`src/pci_strobe_pkg.sv`:
```
// Purpose: shared constants and types for the pci back-end strobe block
// Assumes: one 25 MHz clock, synchronous active-low reset
// Notes: command/status word lives in the back-end config logic, not here
package pci_strobe_pkg;

  localparam int DATA_W = 32;
  localparam int FIFO_DEPTH = 16;

  // command and status words share one config dword
  localparam logic [7:0] CFG_CMD_STATUS_OFFSET = 8'h04;
  localparam int CMD_PARITY_RESP_BIT = 6;
  localparam int CMD_SERR_EN_BIT = 8;
  localparam int STAT_SERR_BIT = 14;
  localparam int STAT_PERR_BIT = 15;

  localparam logic QUAL_RESET = 1'b0;
  localparam logic [DATA_W-1:0] BUS_RESET = 32'h0000_0000;

  typedef enum logic [3:0] {
    ST_IDLE  = 4'h1,
    ST_ADDR  = 4'h2,
    ST_WRITE = 4'h4,
    ST_READ  = 4'h8
  } xfer_state_t;

endpackage : pci_strobe_pkg

```
`src/pci_target_backend_strobes.sv`:
```
// Purpose: pci target core side of the back-end strobe interface
// Assumes: pci-side inputs already decoded and synchronous to clk
// Notes: read words are buffered; a full buffer withholds the advance strobe
`timescale 1ns/1ps

// Contract
// RL1 - hold user-write qualifier through a transaction decoded as user write at start.
// RL2 - back end writes a dword when user-write qualifier and advance strobe are both high.
// RL3 - hold config-write qualifier through the whole configuration write.
// RL4 - config logic writes a dword when config-write qualifier and advance strobe are high.
// RL5 - config logic presents the selected register on the config read bus.
// RL6 - back end presents requested user data on the back-end read bus.
// RL7 - config logic feeds command bits six and eight continuously.
// RL8 - raise parity-error-seen whenever a pci parity error is detected.
// RL9 - config logic sets status bit fifteen while parity-error-seen is high.
// RL10 - raise system-error-signalled whenever the core drives a system error.
// RL11 - config logic sets status bit fourteen while system-error-signalled is high.
// RL12 - on writes each advance pulse marks valid bus data, accepted regardless of ready.
// RL13 - back end decodes user write while the address is valid.
// RL14 - on reads a word moves when advance and ready are both high.
// RL15 - config logic keeps error flags set until written one to clear.
module pci_target_backend_strobes (
  input wire logic clk,
  input wire logic reset_n,
  // pci side, already decoded by the bus engine
  input wire logic pci_addr_phase,
  input wire logic [pci_strobe_pkg::DATA_W-1:0] pci_addr_in,
  input wire logic pci_cmd_is_write,
  input wire logic pci_cmd_is_config,
  input wire logic pci_data_valid,
  input wire logic [pci_strobe_pkg::DATA_W-1:0] pci_wr_data,
  input wire logic pci_end,
  input wire logic pci_addr_perr,
  input wire logic pci_data_perr,
  output logic pci_serr_out,
  output logic pci_perr_out,
  output logic pci_rd_valid,
  input wire logic pci_rd_ready,
  output logic [pci_strobe_pkg::DATA_W-1:0] pci_rd_data,
  // back-end side
  output logic [pci_strobe_pkg::DATA_W-1:0] addr_wrdata_bus,
  output logic addr_valid,
  output logic transfer_advance,
  output logic user_write,
  output logic config_write,
  input wire logic write_cmd_decoded,
  input wire logic backend_ready,
  input wire logic [pci_strobe_pkg::DATA_W-1:0] config_read_bus,
  input wire logic [pci_strobe_pkg::DATA_W-1:0] backend_read_bus,
  input wire logic cmd_bit_six_in,
  input wire logic cmd_bit_eight_in,
  output logic parity_error_seen,
  output logic system_error_signalled
);
  import pci_strobe_pkg::*;

  xfer_state_t state_reg;
  logic cmd_write_reg;
  logic cmd_config_reg;
  logic [DATA_W-1:0] bus_reg;
  logic addr_valid_reg;
  logic adv_wr_reg;
  logic user_write_reg;
  logic config_write_reg;
  logic perr_seen_reg;
  logic serr_reg;
  logic perr_out_reg;
  logic rd_adv;
  logic rd_push;
  logic fifo_in_ready;
  logic serr_cause;
  logic [DATA_W-1:0] rd_word;

  //////////////////////////////////////////////////////////////////////////
  // transaction sequencing
  always_ff @(posedge clk) begin
    if (!reset_n) begin
      state_reg <= ST_IDLE;
    end else begin
      case (state_reg)
        ST_IDLE: begin
          if (pci_addr_phase) begin
            state_reg <= ST_ADDR;
          end
        end
        ST_ADDR: begin
          state_reg <= cmd_write_reg ? ST_WRITE : ST_READ;
        end
        ST_WRITE, ST_READ: begin
          if (pci_end) begin
            state_reg <= ST_IDLE;
          end
        end
        default: begin
          state_reg <= ST_IDLE;
        end
      endcase
    end
  end

  always_ff @(posedge clk) begin
    if (!reset_n) begin
      cmd_write_reg <= QUAL_RESET;
      cmd_config_reg <= QUAL_RESET;
    end else if (state_reg == ST_IDLE && pci_addr_phase) begin
      cmd_write_reg <= pci_cmd_is_write;
      cmd_config_reg <= pci_cmd_is_config;
    end
  end

  //////////////////////////////////////////////////////////////////////////
  // address and write data share one bus
  always_ff @(posedge clk) begin
    if (!reset_n) begin
      bus_reg <= BUS_RESET;
      addr_valid_reg <= QUAL_RESET;
      adv_wr_reg <= QUAL_RESET;
    end else begin
      addr_valid_reg <= (state_reg == ST_IDLE) && pci_addr_phase;
      // write advance is sent even if the back end is not ready [RL12]
      adv_wr_reg <= (state_reg == ST_WRITE) && pci_data_valid;
      if (state_reg == ST_IDLE && pci_addr_phase) begin
        bus_reg <= pci_addr_in;
      end else if (state_reg == ST_WRITE && pci_data_valid) begin
        bus_reg <= pci_wr_data; // [RL12]
      end
    end
  end

  // qualifiers drop only once the final advance pulse is out
  always_ff @(posedge clk) begin
    if (!reset_n) begin
      user_write_reg <= QUAL_RESET;
      config_write_reg <= QUAL_RESET;
    end else if (state_reg == ST_ADDR) begin
      user_write_reg <= cmd_write_reg && !cmd_config_reg && write_cmd_decoded; // [RL1]
      config_write_reg <= cmd_write_reg && cmd_config_reg; // [RL3]
    end else if (state_reg == ST_IDLE && !adv_wr_reg) begin
      user_write_reg <= QUAL_RESET;
      config_write_reg <= QUAL_RESET;
    end
  end

  //////////////////////////////////////////////////////////////////////////
  // read path; full buffer holds back the advance strobe
  assign rd_adv = (state_reg == ST_READ) && fifo_in_ready;
  assign rd_push = rd_adv && backend_ready; // [RL14]
  assign rd_word = cmd_config_reg ? config_read_bus : backend_read_bus;

  read_word_fifo #(
    .WIDTH(DATA_W),
    .DEPTH(FIFO_DEPTH)
  ) u_read_fifo (
    .clk(clk),
    .reset_n(reset_n),
    .in_valid(rd_push),
    .in_ready(fifo_in_ready),
    .in_data(rd_word),
    .out_valid(pci_rd_valid),
    .out_ready(pci_rd_ready),
    .out_data(pci_rd_data)
  );

  //////////////////////////////////////////////////////////////////////////
  // error reporting; serr needs both enables in the command word
  assign serr_cause = pci_addr_perr && cmd_bit_eight_in && cmd_bit_six_in;

  always_ff @(posedge clk) begin
    if (!reset_n) begin
      perr_seen_reg <= QUAL_RESET;
      serr_reg <= QUAL_RESET;
      perr_out_reg <= QUAL_RESET;
    end else begin
      perr_seen_reg <= pci_addr_perr || pci_data_perr; // [RL8]
      serr_reg <= serr_cause; // [RL10]
      perr_out_reg <= pci_data_perr && cmd_bit_six_in;
    end
  end

  assign addr_wrdata_bus = bus_reg;
  assign addr_valid = addr_valid_reg;
  assign transfer_advance = adv_wr_reg || rd_adv;
  assign user_write = user_write_reg;
  assign config_write = config_write_reg;
  assign parity_error_seen = perr_seen_reg;
  // one flop feeds the pin and the status report so they never disagree
  assign pci_serr_out = serr_reg;
  assign system_error_signalled = serr_reg;
  assign pci_perr_out = perr_out_reg;

  //////////////////////////////////////////////////////////////////////////
  a_user_write_start: assert property (@(posedge clk) disable iff (!reset_n) // [RL1]
    (state_reg == ST_ADDR && cmd_write_reg && !cmd_config_reg && write_cmd_decoded)
    |=> user_write ##1 user_write)
    else $error("user write qualifier not raised at start");

  a_user_write_hold: assert property (@(posedge clk) disable iff (!reset_n) // [RL1]
    (state_reg == ST_WRITE && user_write && !pci_end) |=> user_write)
    else $error("user write qualifier dropped mid transaction");

  a_config_write_hold: assert property (@(posedge clk) disable iff (!reset_n) // [RL3]
    (state_reg == ST_WRITE && cmd_config_reg && !pci_end) |=> config_write && !user_write)
    else $error("config write qualifier not held");

  a_parity_seen: assert property (@(posedge clk) disable iff (!reset_n) // [RL8]
    (pci_addr_perr || pci_data_perr) |=> parity_error_seen)
    else $error("parity error not reported");

  a_serr_signalled: assert property (@(posedge clk) disable iff (!reset_n) // [RL10]
    (pci_addr_perr && cmd_bit_eight_in && cmd_bit_six_in)
    |=> pci_serr_out && system_error_signalled)
    else $error("system error driven but not signalled");

  a_write_data_strobe: assert property (@(posedge clk) disable iff (!reset_n) // [RL12]
    (state_reg == ST_WRITE && pci_data_valid)
    |=> transfer_advance && addr_wrdata_bus == $past(pci_wr_data))
    else $error("write data not strobed with advance");

  a_read_transfer: assert property (@(posedge clk) disable iff (!reset_n) // [RL14]
    (state_reg == ST_READ && transfer_advance && backend_ready) |=> pci_rd_valid)
    else $error("read transfer did not reach buffer");

  c_user_burst: cover property (@(posedge clk) disable iff (!reset_n)
    user_write && transfer_advance ##1 user_write && transfer_advance);
  c_config_write: cover property (@(posedge clk) disable iff (!reset_n)
    config_write && transfer_advance);
  c_read_stall: cover property (@(posedge clk) disable iff (!reset_n)
    state_reg == ST_READ && !fifo_in_ready);
  c_serr: cover property (@(posedge clk) disable iff (!reset_n) system_error_signalled);

endmodule : pci_target_backend_strobes

```
`src/read_word_fifo.sv`:
```
// Purpose: flop-based word fifo between back-end read data and the pci side
// Assumes: push and pop are qualified by in_ready and out_valid
// Notes: simultaneous push and pop on a full fifo is refused on the push side
`timescale 1ns/1ps
module read_word_fifo #(
  parameter int WIDTH = 32,
  parameter int DEPTH = 16
) (
  input wire logic clk,
  input wire logic reset_n,
  input wire logic in_valid,
  output logic in_ready,
  input wire logic [WIDTH-1:0] in_data,
  output logic out_valid,
  input wire logic out_ready,
  output logic [WIDTH-1:0] out_data
);

  localparam int PW = $clog2(DEPTH);
  localparam int CW = $clog2(DEPTH + 1);
  localparam logic [CW-1:0] FULL_COUNT = CW'(DEPTH);
  localparam logic [PW-1:0] LAST_PTR = PW'(DEPTH - 1);

  logic [WIDTH-1:0] mem_reg [DEPTH];
  logic [PW-1:0] wr_ptr_reg;
  logic [PW-1:0] rd_ptr_reg;
  logic [CW-1:0] count_reg;
  logic push;
  logic pop;

  function automatic logic [PW-1:0] ptr_step(input logic [PW-1:0] p);
    ptr_step = (p == LAST_PTR) ? '0 : p + 1'b1;
  endfunction : ptr_step

  assign in_ready = (count_reg != FULL_COUNT);
  assign out_valid = (count_reg != '0);
  assign push = in_valid && in_ready;
  assign pop = out_valid && out_ready;
  assign out_data = mem_reg[rd_ptr_reg];

  //////////////////////////////////////////////////////////////////////////
  always_ff @(posedge clk) begin
    if (push) begin
      mem_reg[wr_ptr_reg] <= in_data;
    end
  end

  always_ff @(posedge clk) begin
    if (!reset_n) begin
      wr_ptr_reg <= '0;
      rd_ptr_reg <= '0;
      count_reg <= '0;
    end else begin
      if (push) begin
        wr_ptr_reg <= ptr_step(wr_ptr_reg);
      end
      if (pop) begin
        rd_ptr_reg <= ptr_step(rd_ptr_reg);
      end
      if (push && !pop) begin
        count_reg <= count_reg + 1'b1;
      end else if (pop && !push) begin
        count_reg <= count_reg - 1'b1;
      end
    end
  end

endmodule : read_word_fifo

```
`config.mk`:
```
export PLATFORM = sky130hd
export DESIGN_NAME = pci_target_backend_strobes
export DESIGN_NICKNAME = d
export VERILOG_FILES = /design/src/pci_strobe_pkg.sv /design/src/pci_target_backend_strobes.sv /design/src/read_word_fifo.sv
export SDC_FILE = /design/constraint.sdc
export NUM_CORES = 1
export LEC_CHECK = 0
export ABC_AREA = 1
export BUFFER_PORTS_ARGS = -buffer_cell sky130_fd_sc_hd__buf_2
export CAP_MARGIN = 20
export CORE_UTILIZATION = 45
export CTS_BUF_LIST = sky130_fd_sc_hd__clkbuf_8
export DETAILED_ROUTE_END_ITERATION = 12
export PLACE_DENSITY = 0.75
export SLEW_MARGIN = 10
export SYNTH_ARGS = -nofsm -noshare
export SYNTH_HDL_FRONTEND = slang
export SYNTH_SLANG_ARGS = --single-unit
```
`constraint.sdc`:
```
create_clock -name clk -period 4.04 [get_ports clk]
set_input_delay 0.606 -clock clk [delete_from_list [all_inputs] [get_ports clk]]
set_output_delay 0.606 -clock clk [all_outputs]
set_load 0.02 [all_outputs]
```
==> results of run 1 <==
## routing by layer
metal,wire [um],GRT usage,vias to the layer above
met2,30000,0.372,912
met1,25000,0.291,8504
met5,0,0,-
li1,-,-,8447
met4,2070,0.0864,0
met3,5920,0.0524,151
## layout make-up
type / count / area share
clock buffers: 92 / 0.0453
flip-flops and latches: 574 / 0.594
multi-input cells: 1470 / 0.236
inverters: 204 / 0.0277
well taps: 696 / 0.0311
clock inverters: 67 / 0.0130
repair buffers: 252 / 0.0530
## kinds of logic after synthesis
family,count (synthesis)
simple gates,1279
flops,574
buf+inv,346
compound gates,179
fa+ha+maj,10
xor+xnor,2
## placed cells by master (no fill, tap or decap), types with 2 or more instances in the layout
| cell | n |
|---|---|
| clkinv_1 | 20 |
| inv_6 | 4 |
| dfxtp_2 | 4 |
| nand4_1 | 38 |
| a21oi_1 | 44 |
| nor2_4 | 16 |
| nand2_1 | 712 |
| xor2_1 | 2 |
| inv_2 | 4 |
| clkinv_2 | 9 |
| o211ai_1 | 44 |
| edfxtp_1 | 512 |
| buf_2 | 214 |
| nor2_1 | 199 |
| buf_4 | 28 |
| buf_12 | 10 |
| clkbuf_8 | 92 |
| nand3_1 | 306 |
| inv_1 | 225 |
| o21ai_1 | 21 |
| ha_1 | 9 |
| nand3_2 | 2 |
| o21ai_0 | 70 |
| nor2_2 | 2 |
| bufinv_16 | 2 |
| clkinvlp_4 | 5 |
| dfxtp_1 | 57 |
## through the flow
| stage | setup WS [ns] | std cells | hold slack (ns) |
|---|---|---|---|
| floorplan | 0.543 | 2390 | 0.445 |
| global placement | 1.30 | 3191 | 0.470 |
| detailed placement | 1.26 | 3194 | 0.477 |
| CTS | 0.649 | 3353 | 0.128 |
| global route | 0.503 | 3355 | 0.166 |
| finish | 0.636 | 3355 | 0.167 |
## how the worst max path moves through the flow
stage	from	end	slack, ns	depth (start not counted)
finish	flop	pci_rd_data[14]	0.64	8
global route	flop	pci_rd_data[16]	0.50	9
CTS	flop	pci_rd_data[2]	0.65	8
detailed placement	backend_ready	u_read_fifo.mem_reg[1][11]	1.26	6
global placement	state_reg[1]	u_read_fifo.mem_reg[14][14]	1.30	8
floorplan	state_reg[1]	u_read_fifo.mem_reg[7][0]	0.54	5
## power by group through the flow
stage                     combinational [uW]  clock, uW  sequential [uW]
after floorplan                         3490          0             7260
after global placement                  5080          0             7190
after detailed placement                5180          0             7200
after CTS                               5200       4590             7080
after global routing                    5740       4840             7100
final                                   5200       4530             7090
## tightest hold or removal path: cells and delay by family
family                 cells  cell delay [ns]
buffers and inverters      1             0.09
AND/OR/NAND/NOR            2             0.10
==> run metrics, run 1 <==
unrepaired setup endpoints after global routing=false; P_sw=6160 uW; number of nets in the layout=2745; vias in the first global route=17792; Leak Pwr=0.0114 uW; number of synthesized register bits=574; Synth async-reset ratio=0; Combinational Power Share=0.309; Worst-Skew Late Latency=0.68 ns; startpoint class of the critical path=flop; cells after synthesis=2390; top cell type's share of synthesized area=0.628; Die Span Y=235 um; Tightest Pin Transition=1.10 ns; largest family of logic cells by synthesized area=simple AND/OR/NAND/NOR gates; All-Layer GR Usage=0.226; pin count of the biggest net entering global routing=214; Net Sw Frac=0.366; top cells by area, synth=edfxtp_1 (63%), nand2_1 (11%), nand3_1 (6.3%); Finished Cell Area=28000 um2; post-CTS sizing=0; min-delay worst type=in2reg; DP Area=26300 um2; status=completed; syn_nets=2542; pwr dens=601 nW/um2; Avg Vias per Cell=5.37; IO Pins=215; share of cells above drive strength 1=0.150; die width=235 um; hpwl dp=36400 um; power after layout=16800 uW; CTS Buffer Depth=3; unique cell type count in the Yosys netlist=27; H-tree levels=3; Core ar.=53800 um2; RePlAce Congestion=0.857; final setup vio count=0; Crit. End Element=primary output; Port Buffers=214; compound-gate portion of the synthesized area=0.0411; Worst Path Buf+Inv=2; Mean Syn Cell Area=10.2 um2; area taken by multi-input logic gates=6590 um2; max reg flops=512; Worst-path clk slew=0.06 ns; iteration count of the initial detailed-routing pass=6; DIE AREA=55300 um2; Worst EP arrival=2.80 ns; std cell rows=85; Hold Crit Start=pci_data_perr; cells on worst reg2reg path=8; Post-synth EDFFs=512; Initial Util=0.455; most frequent CP cell=nand2_1; WP data required=3.43 ns; Hold Buf Count CTS=0; achievable clock frequency=294 MHz; register area=16600 um2; antenna violations before repair=0; internal power=10700 uW; Worst R2R Setup Slack=1.28 ns; critical-path cell list=buf_12 -> nand2_1 -> nand2_1 -> nand2_1 -> nand3_1 -> nand3_1 -> nand2_1 -> buf_2; final hold vios=0; vias=18014; mux share of post-synthesis cell area=0; ANT cells=0; ANT nets after route=0; slew margin rel.=0.264; DRC viols=0; Synth area leader=edfxtp_1; Post-CTS Setup Inserts=0; Tcrit/Tclk final=0.843; Commonest cells post-synth=nand2_1 (712), edfxtp_1 (512), nand3_1 (306); min cycle time layout=3.40 ns; sequential share of the synthesized area=0.679; worst reg2reg endpoint=u_read_fifo.mem_reg[14][9]; Hold Path Depth=3; Worst Skew=0.0293 ns; Slew Limit Fails=0; worst r2r src=state_reg[1]; Netlist Area Pre-Place=24500 um2; CTS tree=yes; clock root cell=clkbuf_8; Clock Sinks=574; crit-path max FO=213; worst hold endpoint=parity_error_seen; simple-gate share of the synthesized area=0.217; Setup CP Type=reg2out; setup TNS=0 ns; slowest library cell on the worst path=buf_12; Max Cap Viol=0; Overflow after GRT=0; critical path's largest stage delay=0.55 ns; first-pass GRT wire length=97400 um; DRT iter0 DRCs=1923; top-count cell post-synth=nand2_1; TritonCTS Buffers=91; Synth Area in XOR/XNOR=0.000716; Yosys Warn Count=0; Filler Cell Count=4650; dominant synthesized flop cell=edfxtp_1; Seq pwr share=0.421; Top Family by Delay on Critical Path=buffers and inverters; Post-Route WL=63000 um; Peak VDD IR=0.000471 V; WL/cell=18.8 um; area delta synth->final=14.3%; Clk pwr share=0.269; Layout Utilization=0.520; post-synthesis adder-cell area fraction=0.00542
Power figures use the tool's default switching activity.
==> run 2, diff against run 1 <==
Clock period 4.04 ns to 3.5 ns, I/O delays scaled along.
==> run 2 against run 1 <==
Global-route usage is 0.47 points lower. Setup slack worse by 0.33 ns. Clock power is 11% higher. First-iteration DRC count is 5.9% higher. Critical path type unchanged.
==> run metrics, run 2 (same netlist as run 1, synthesis figures left out) <==
status=completed; final cell count without fillers=3356; Tightest Pin Transition=1.03 ns; iteration count of the initial detailed-routing pass=5; DRT iter0 DRCs=2037; Slew Limit Fails=0; share of cells above drive strength 1=0.147; critical-path cell list=buf_12 -> nor2_1 -> nor2_1 -> o21ai_0 -> nand3_1 -> nand3_1 -> nand2_1 -> buf_2; slew margin rel.=0.310; Worst EP arrival=2.67 ns; Place WS=0.919 ns; WL/cell=18.3 um; min cycle time layout=3.20 ns; Max Cap Viol=0; slowest library cell on the worst path=buf_12; P_sw=6880 uW; Setup WS post-layout=0.302 ns; first-pass GRT wire length=95000 um; vias in the first global route=17500; Port Buffers=214; dpl cells=3196; Hold Buf Count CTS=0; final setup vio count=0; IO Pins=215; H-tree levels=3; Tcrit/Tclk final=0.914; Worst-path clk slew=0.06 ns; post-CTS sizing=0; Post-CTS Setup Inserts=0; max reg flops=512; RePlAce Congestion=0.847; internal power=12200 uW; Crit. End Element=primary output; Clock Sinks=574; DIE AREA=55300 um2; std cell rows=85; number of nets in the layout=2743; area delta synth->final=14.0%; Leak Pwr=0.0114 uW; Clk pwr share=0.263; pin count of the biggest net entering global routing=188; die width=235 um; Core ar.=53800 um2; most common cell after layout, fill and taps aside=nand2_1; ANT nets after route=0; Setup CP Type=reg2out; Avg Vias per Cell=5.33; critical path's largest stage delay=0.53 ns; Combinational Power Share=0.308; hpwl dp=33300 um; ANT cells=0; TritonCTS Buffers=89; min-delay worst type=in2reg; DRC viols=0; Die Span Y=235 um; Peak VDD IR=0.000449 V; crit-path max FO=187; final hold vios=0; Overflow after GRT=0; CTS Buffer Depth=3; startpoint class of the critical path=flop; Initial Util=0.455; achievable clock frequency=313 MHz; Worst Skew=0.0289 ns; setup TNS=0 ns; CTS tree=yes; unrepaired setup endpoints after global routing=false; Net Sw Frac=0.361; pwr dens=684 nW/um2; vias=17891; Post-Route WL=61300 um; Seq pwr share=0.429; WP data required=2.97 ns; clock root cell=clkbuf_8; Worst-Skew Late Latency=0.67 ns; antenna violations before repair=2; All-Layer GR Usage=0.221; most frequent cells in the layout=nand2_1 (712), edfxtp_1 (512), nand3_1 (306), inv_1 (235), buf_2 (214)
==> run 2: final timing paths <==
kind	startpoint	to	slack, ns	cells past startpoint
setup / recovery	flop	pci_rd_data[16]	0.30	8
hold / removal	pci_data_perr	parity_error_seen	0.1	3
setup reg to reg	state_reg[3]	u_read_fifo.mem_reg[9][14]	0.84	7
hold reg to reg	addr_wrdata_bus[15]	addr_wrdata_bus[15]	0.49	2
==> run 2: cell type report <==
class	instances	area, um2
timing repair buffer	252	1470
clock inverter	66	283
inverter	204	776
clock buffer	94	1290
sequential	574	16600
tap	696	871
fill	4585	25900
multi-input combinational	1470	6590
==> run 2: stage by stage <==
step                utilization  hold slack, ns  area [um2]  power [uW]
detailed placement        0.489           0.472       26300       14200
global placement          0.489           0.471       26300       14000
CTS                       0.519          0.0537       27900       19200
floorplan                     -           0.445       24500       12400
finish                    0.519          0.0995       27900       19100
global route              0.519          0.0681       27900       20100
==> run 2: worst max-delay path: cells and delay by family (launching register included) <==
kind,cells,cell delay [ns]
AOI/OAI and AO/OA,1,0.13
buffers and inverters,2,0.72
DFF,1,0.40
and+or+nand+nor,5,0.52
==> run 2: metal layers <==
layer | track usage | vias to the layer above | part of all wire
met5 | 0 | - | 0.00034
met4 | 0.0931 | 4 | 0.030
met3 | 0.0424 | 142 | 0.090
met2 | 0.366 | 931 | 0.48
met1 | 0.286 | 8363 | 0.40
li1 | - | 8451 | -
==> run 2: power by group through the flow <==
| stage | sequential (uW) | clock (uW) | combinational, uW |
|---|---|---|---|
| after detailed placement | 8320 | 0 | 5830 |
| after global placement | 8310 | 0 | 5670 |
| final | 8190 | 5020 | 5870 |
| after CTS | 8180 | 5110 | 5850 |
| after floorplan | 8380 | 0 | 4020 |
| after global routing | 8200 | 5410 | 6490 |
==> run 3, diff against run 2 <==
Settings changed: CELL_PAD_IN_SITES_DETAIL_PLACEMENT from default to 0, CELL_PAD_IN_SITES_GLOBAL_PLACEMENT from default to 1, GPL_TIMING_DRIVEN from default to 0, PLACE_DENSITY 0.75 to 0.89.
Clock period 3.5 ns to 4.1 ns, I/O delays scaled along.
==> run 3 against run 2 <==
Wire length rose by 22%. Non-clock buffer count grew 124. Combinational power barely moved. Cell count increased by 3.8%. Clock power about the same.
==> run metrics, run 3 (same netlist as run 1, synthesis figures left out) <==
final hold vios=0; std cell rows=85; RePlAce Congestion=0.885; worst r2r src=cmd_config_reg; WL/cell=21.5 um; Initial Util=0.455; critical path's largest stage delay=0.94 ns; pin count of the biggest net entering global routing=21; Die Span Y=235 um; Tcrit/Tclk final=0.920; clock root cell=clkbuf_8; ANT cells=0; Clock Sinks=574; Worst-path clk slew=0.07 ns; vias in the first global route=18141; slowest library cell on the worst path=clkbuf_1; Post-CTS Setup Inserts=0; crit-path max FO=10; WP data required=3.48 ns; iteration count of the initial detailed-routing pass=6; hpwl dp=50400 um; DRT iter0 DRCs=2153; TritonCTS Buffers=92; critical-path cell list=clkbuf_1 -> clkbuf_1 -> nand3_1 -> nand3_1 -> nand2_1 -> buf_2; achievable clock frequency=265 MHz; Layout Utilization=0.535; Slew Limit Fails=0; CTS tree=yes; post-CTS sizing=0; share of cells above drive strength 1=0.161; Leak Pwr=0.0118 uW; final cell count without fillers=3485; dpl cells=3319; IO Pins=215; Post-Route WL=75000 um; max reg flops=512; status=completed; number of nets in the layout=2870; H-tree levels=3; Core ar.=53800 um2; most common cell after layout, fill and taps aside=nand2_1; All-Layer GR Usage=0.268; first-pass GRT wire length=111000 um; Hold Buf Count CTS=0; pwr dens=619 nW/um2; Avg Vias per Cell=5.44; Overflow after GRT=0; worst reg2reg endpoint=u_read_fifo.mem_reg[9][16]; Hold Crit Start=cmd_bit_eight_in; min-delay worst type=in2reg; Peak VDD IR=0.000378 V; Worst Skew=0.0312 ns; Worst EP arrival=3.16 ns; Crit. End Element=primary output; most frequent cells in the layout=nand2_1 (712), edfxtp_1 (512), nand3_1 (306), buf_2 (277), inv_1 (224); Worst R2R Setup Slack=1.06 ns; final setup vio count=0; area delta synth->final=17.7%; slew margin rel.=0.209; Max Cap Viol=0; cells on worst reg2reg path=5; ANT nets after route=0; die width=235 um; DIE AREA=55300 um2; Setup CP Type=reg2out; DRC viols=0; antenna violations before repair=1; Hold Path Depth=3; Worst-Skew Late Latency=0.69 ns; worst hold endpoint=pci_serr_out; Tightest Pin Transition=1.19 ns; Port Buffers=213; vias=18943; min cycle time layout=3.77 ns; Fin Hold WS=0.172 ns; startpoint class of the critical path=flop; CTS Buffer Depth=3; unrepaired setup endpoints after global routing=false
==> run 3: changes by cell type in the layout (fill, tap and decap cells not counted), moves of 4 or more <==
cell        before  now
clkbuf_1         0   64
buf_2          214  277
buf_4           29    7
inv_1          235  224
buf_1            0   10
bufinv_16        0    9
buf_16           0    8
clkinvlp_4       1    6
dfxtp_1         57   62
dfxtp_2          4    0
==> run 3: where the power goes <==
part / internal, uW / switching, uW / leakage (uW)
Combinational: 1530 / 4320 / 0.00563
Sequential: 6850 / 114 / 0.00512
Clock: 2710 / 2310 / 0.00102
Total: 11100 / 6740 / 0.0118
==> run 3: cell type report <==
type	instances	area [um2]
buffer	142	628
clock buffer	94	1290
clock inverter	71	552
fill	4682	25000
inverter	204	766
multi-input combinational	1470	6590
sequential	574	16600
tap	696	871
timing repair buffer	234	1500
==> run 3: worst max-delay path by stage <==
stage	from	end	slack [ns]	cells past startpoint
6_report	flop	pci_rd_data[31]	0.33	6
5_1_grt	flop	pci_rd_data[31]	0.33	6
4_1_cts	flop	pci_rd_data[31]	0.36	6
3_5_place_dp	cmd_config_reg	u_read_fifo.mem_reg[10][16]	1.05	5
3_3_place_gp	backend_ready	u_read_fifo.mem_reg[7][18]	-1.97	3
2_1_floorplan	state_reg[1]	u_read_fifo.mem_reg[7][0]	0.60	5
==> run 3: per-stage QoR <==
stage                     area [um2]  setup WS, ns  total power, uW  setup TNS [ns]
after floorplan                24500         0.603            10600               0
after global placement         26400         -1.97            12700         -233.49
after detailed placement       26900          1.05            12800               0
after CTS                      28800         0.362            17800               0
after global routing           28800         0.326            18600               0
final                          28800         0.327            17800               0
==> run 3: metal layers <==
metal  global-route usage  vias up  wire length (um)
li1                     -     8709                 -
met1                0.342     8914             28100
met2                0.445     1145             35700
met3               0.0623      173              8600
met4                0.101        2              2580
met5                    0        -                13
==> run 3: critical path: cells and delay by family, from the launching register on <==
family | cells | cell delay, ns
buffers and inverters | 3 | 1.64
flip-flops | 1 | 0.37
AND/OR/NAND/NOR | 3 | 0.46
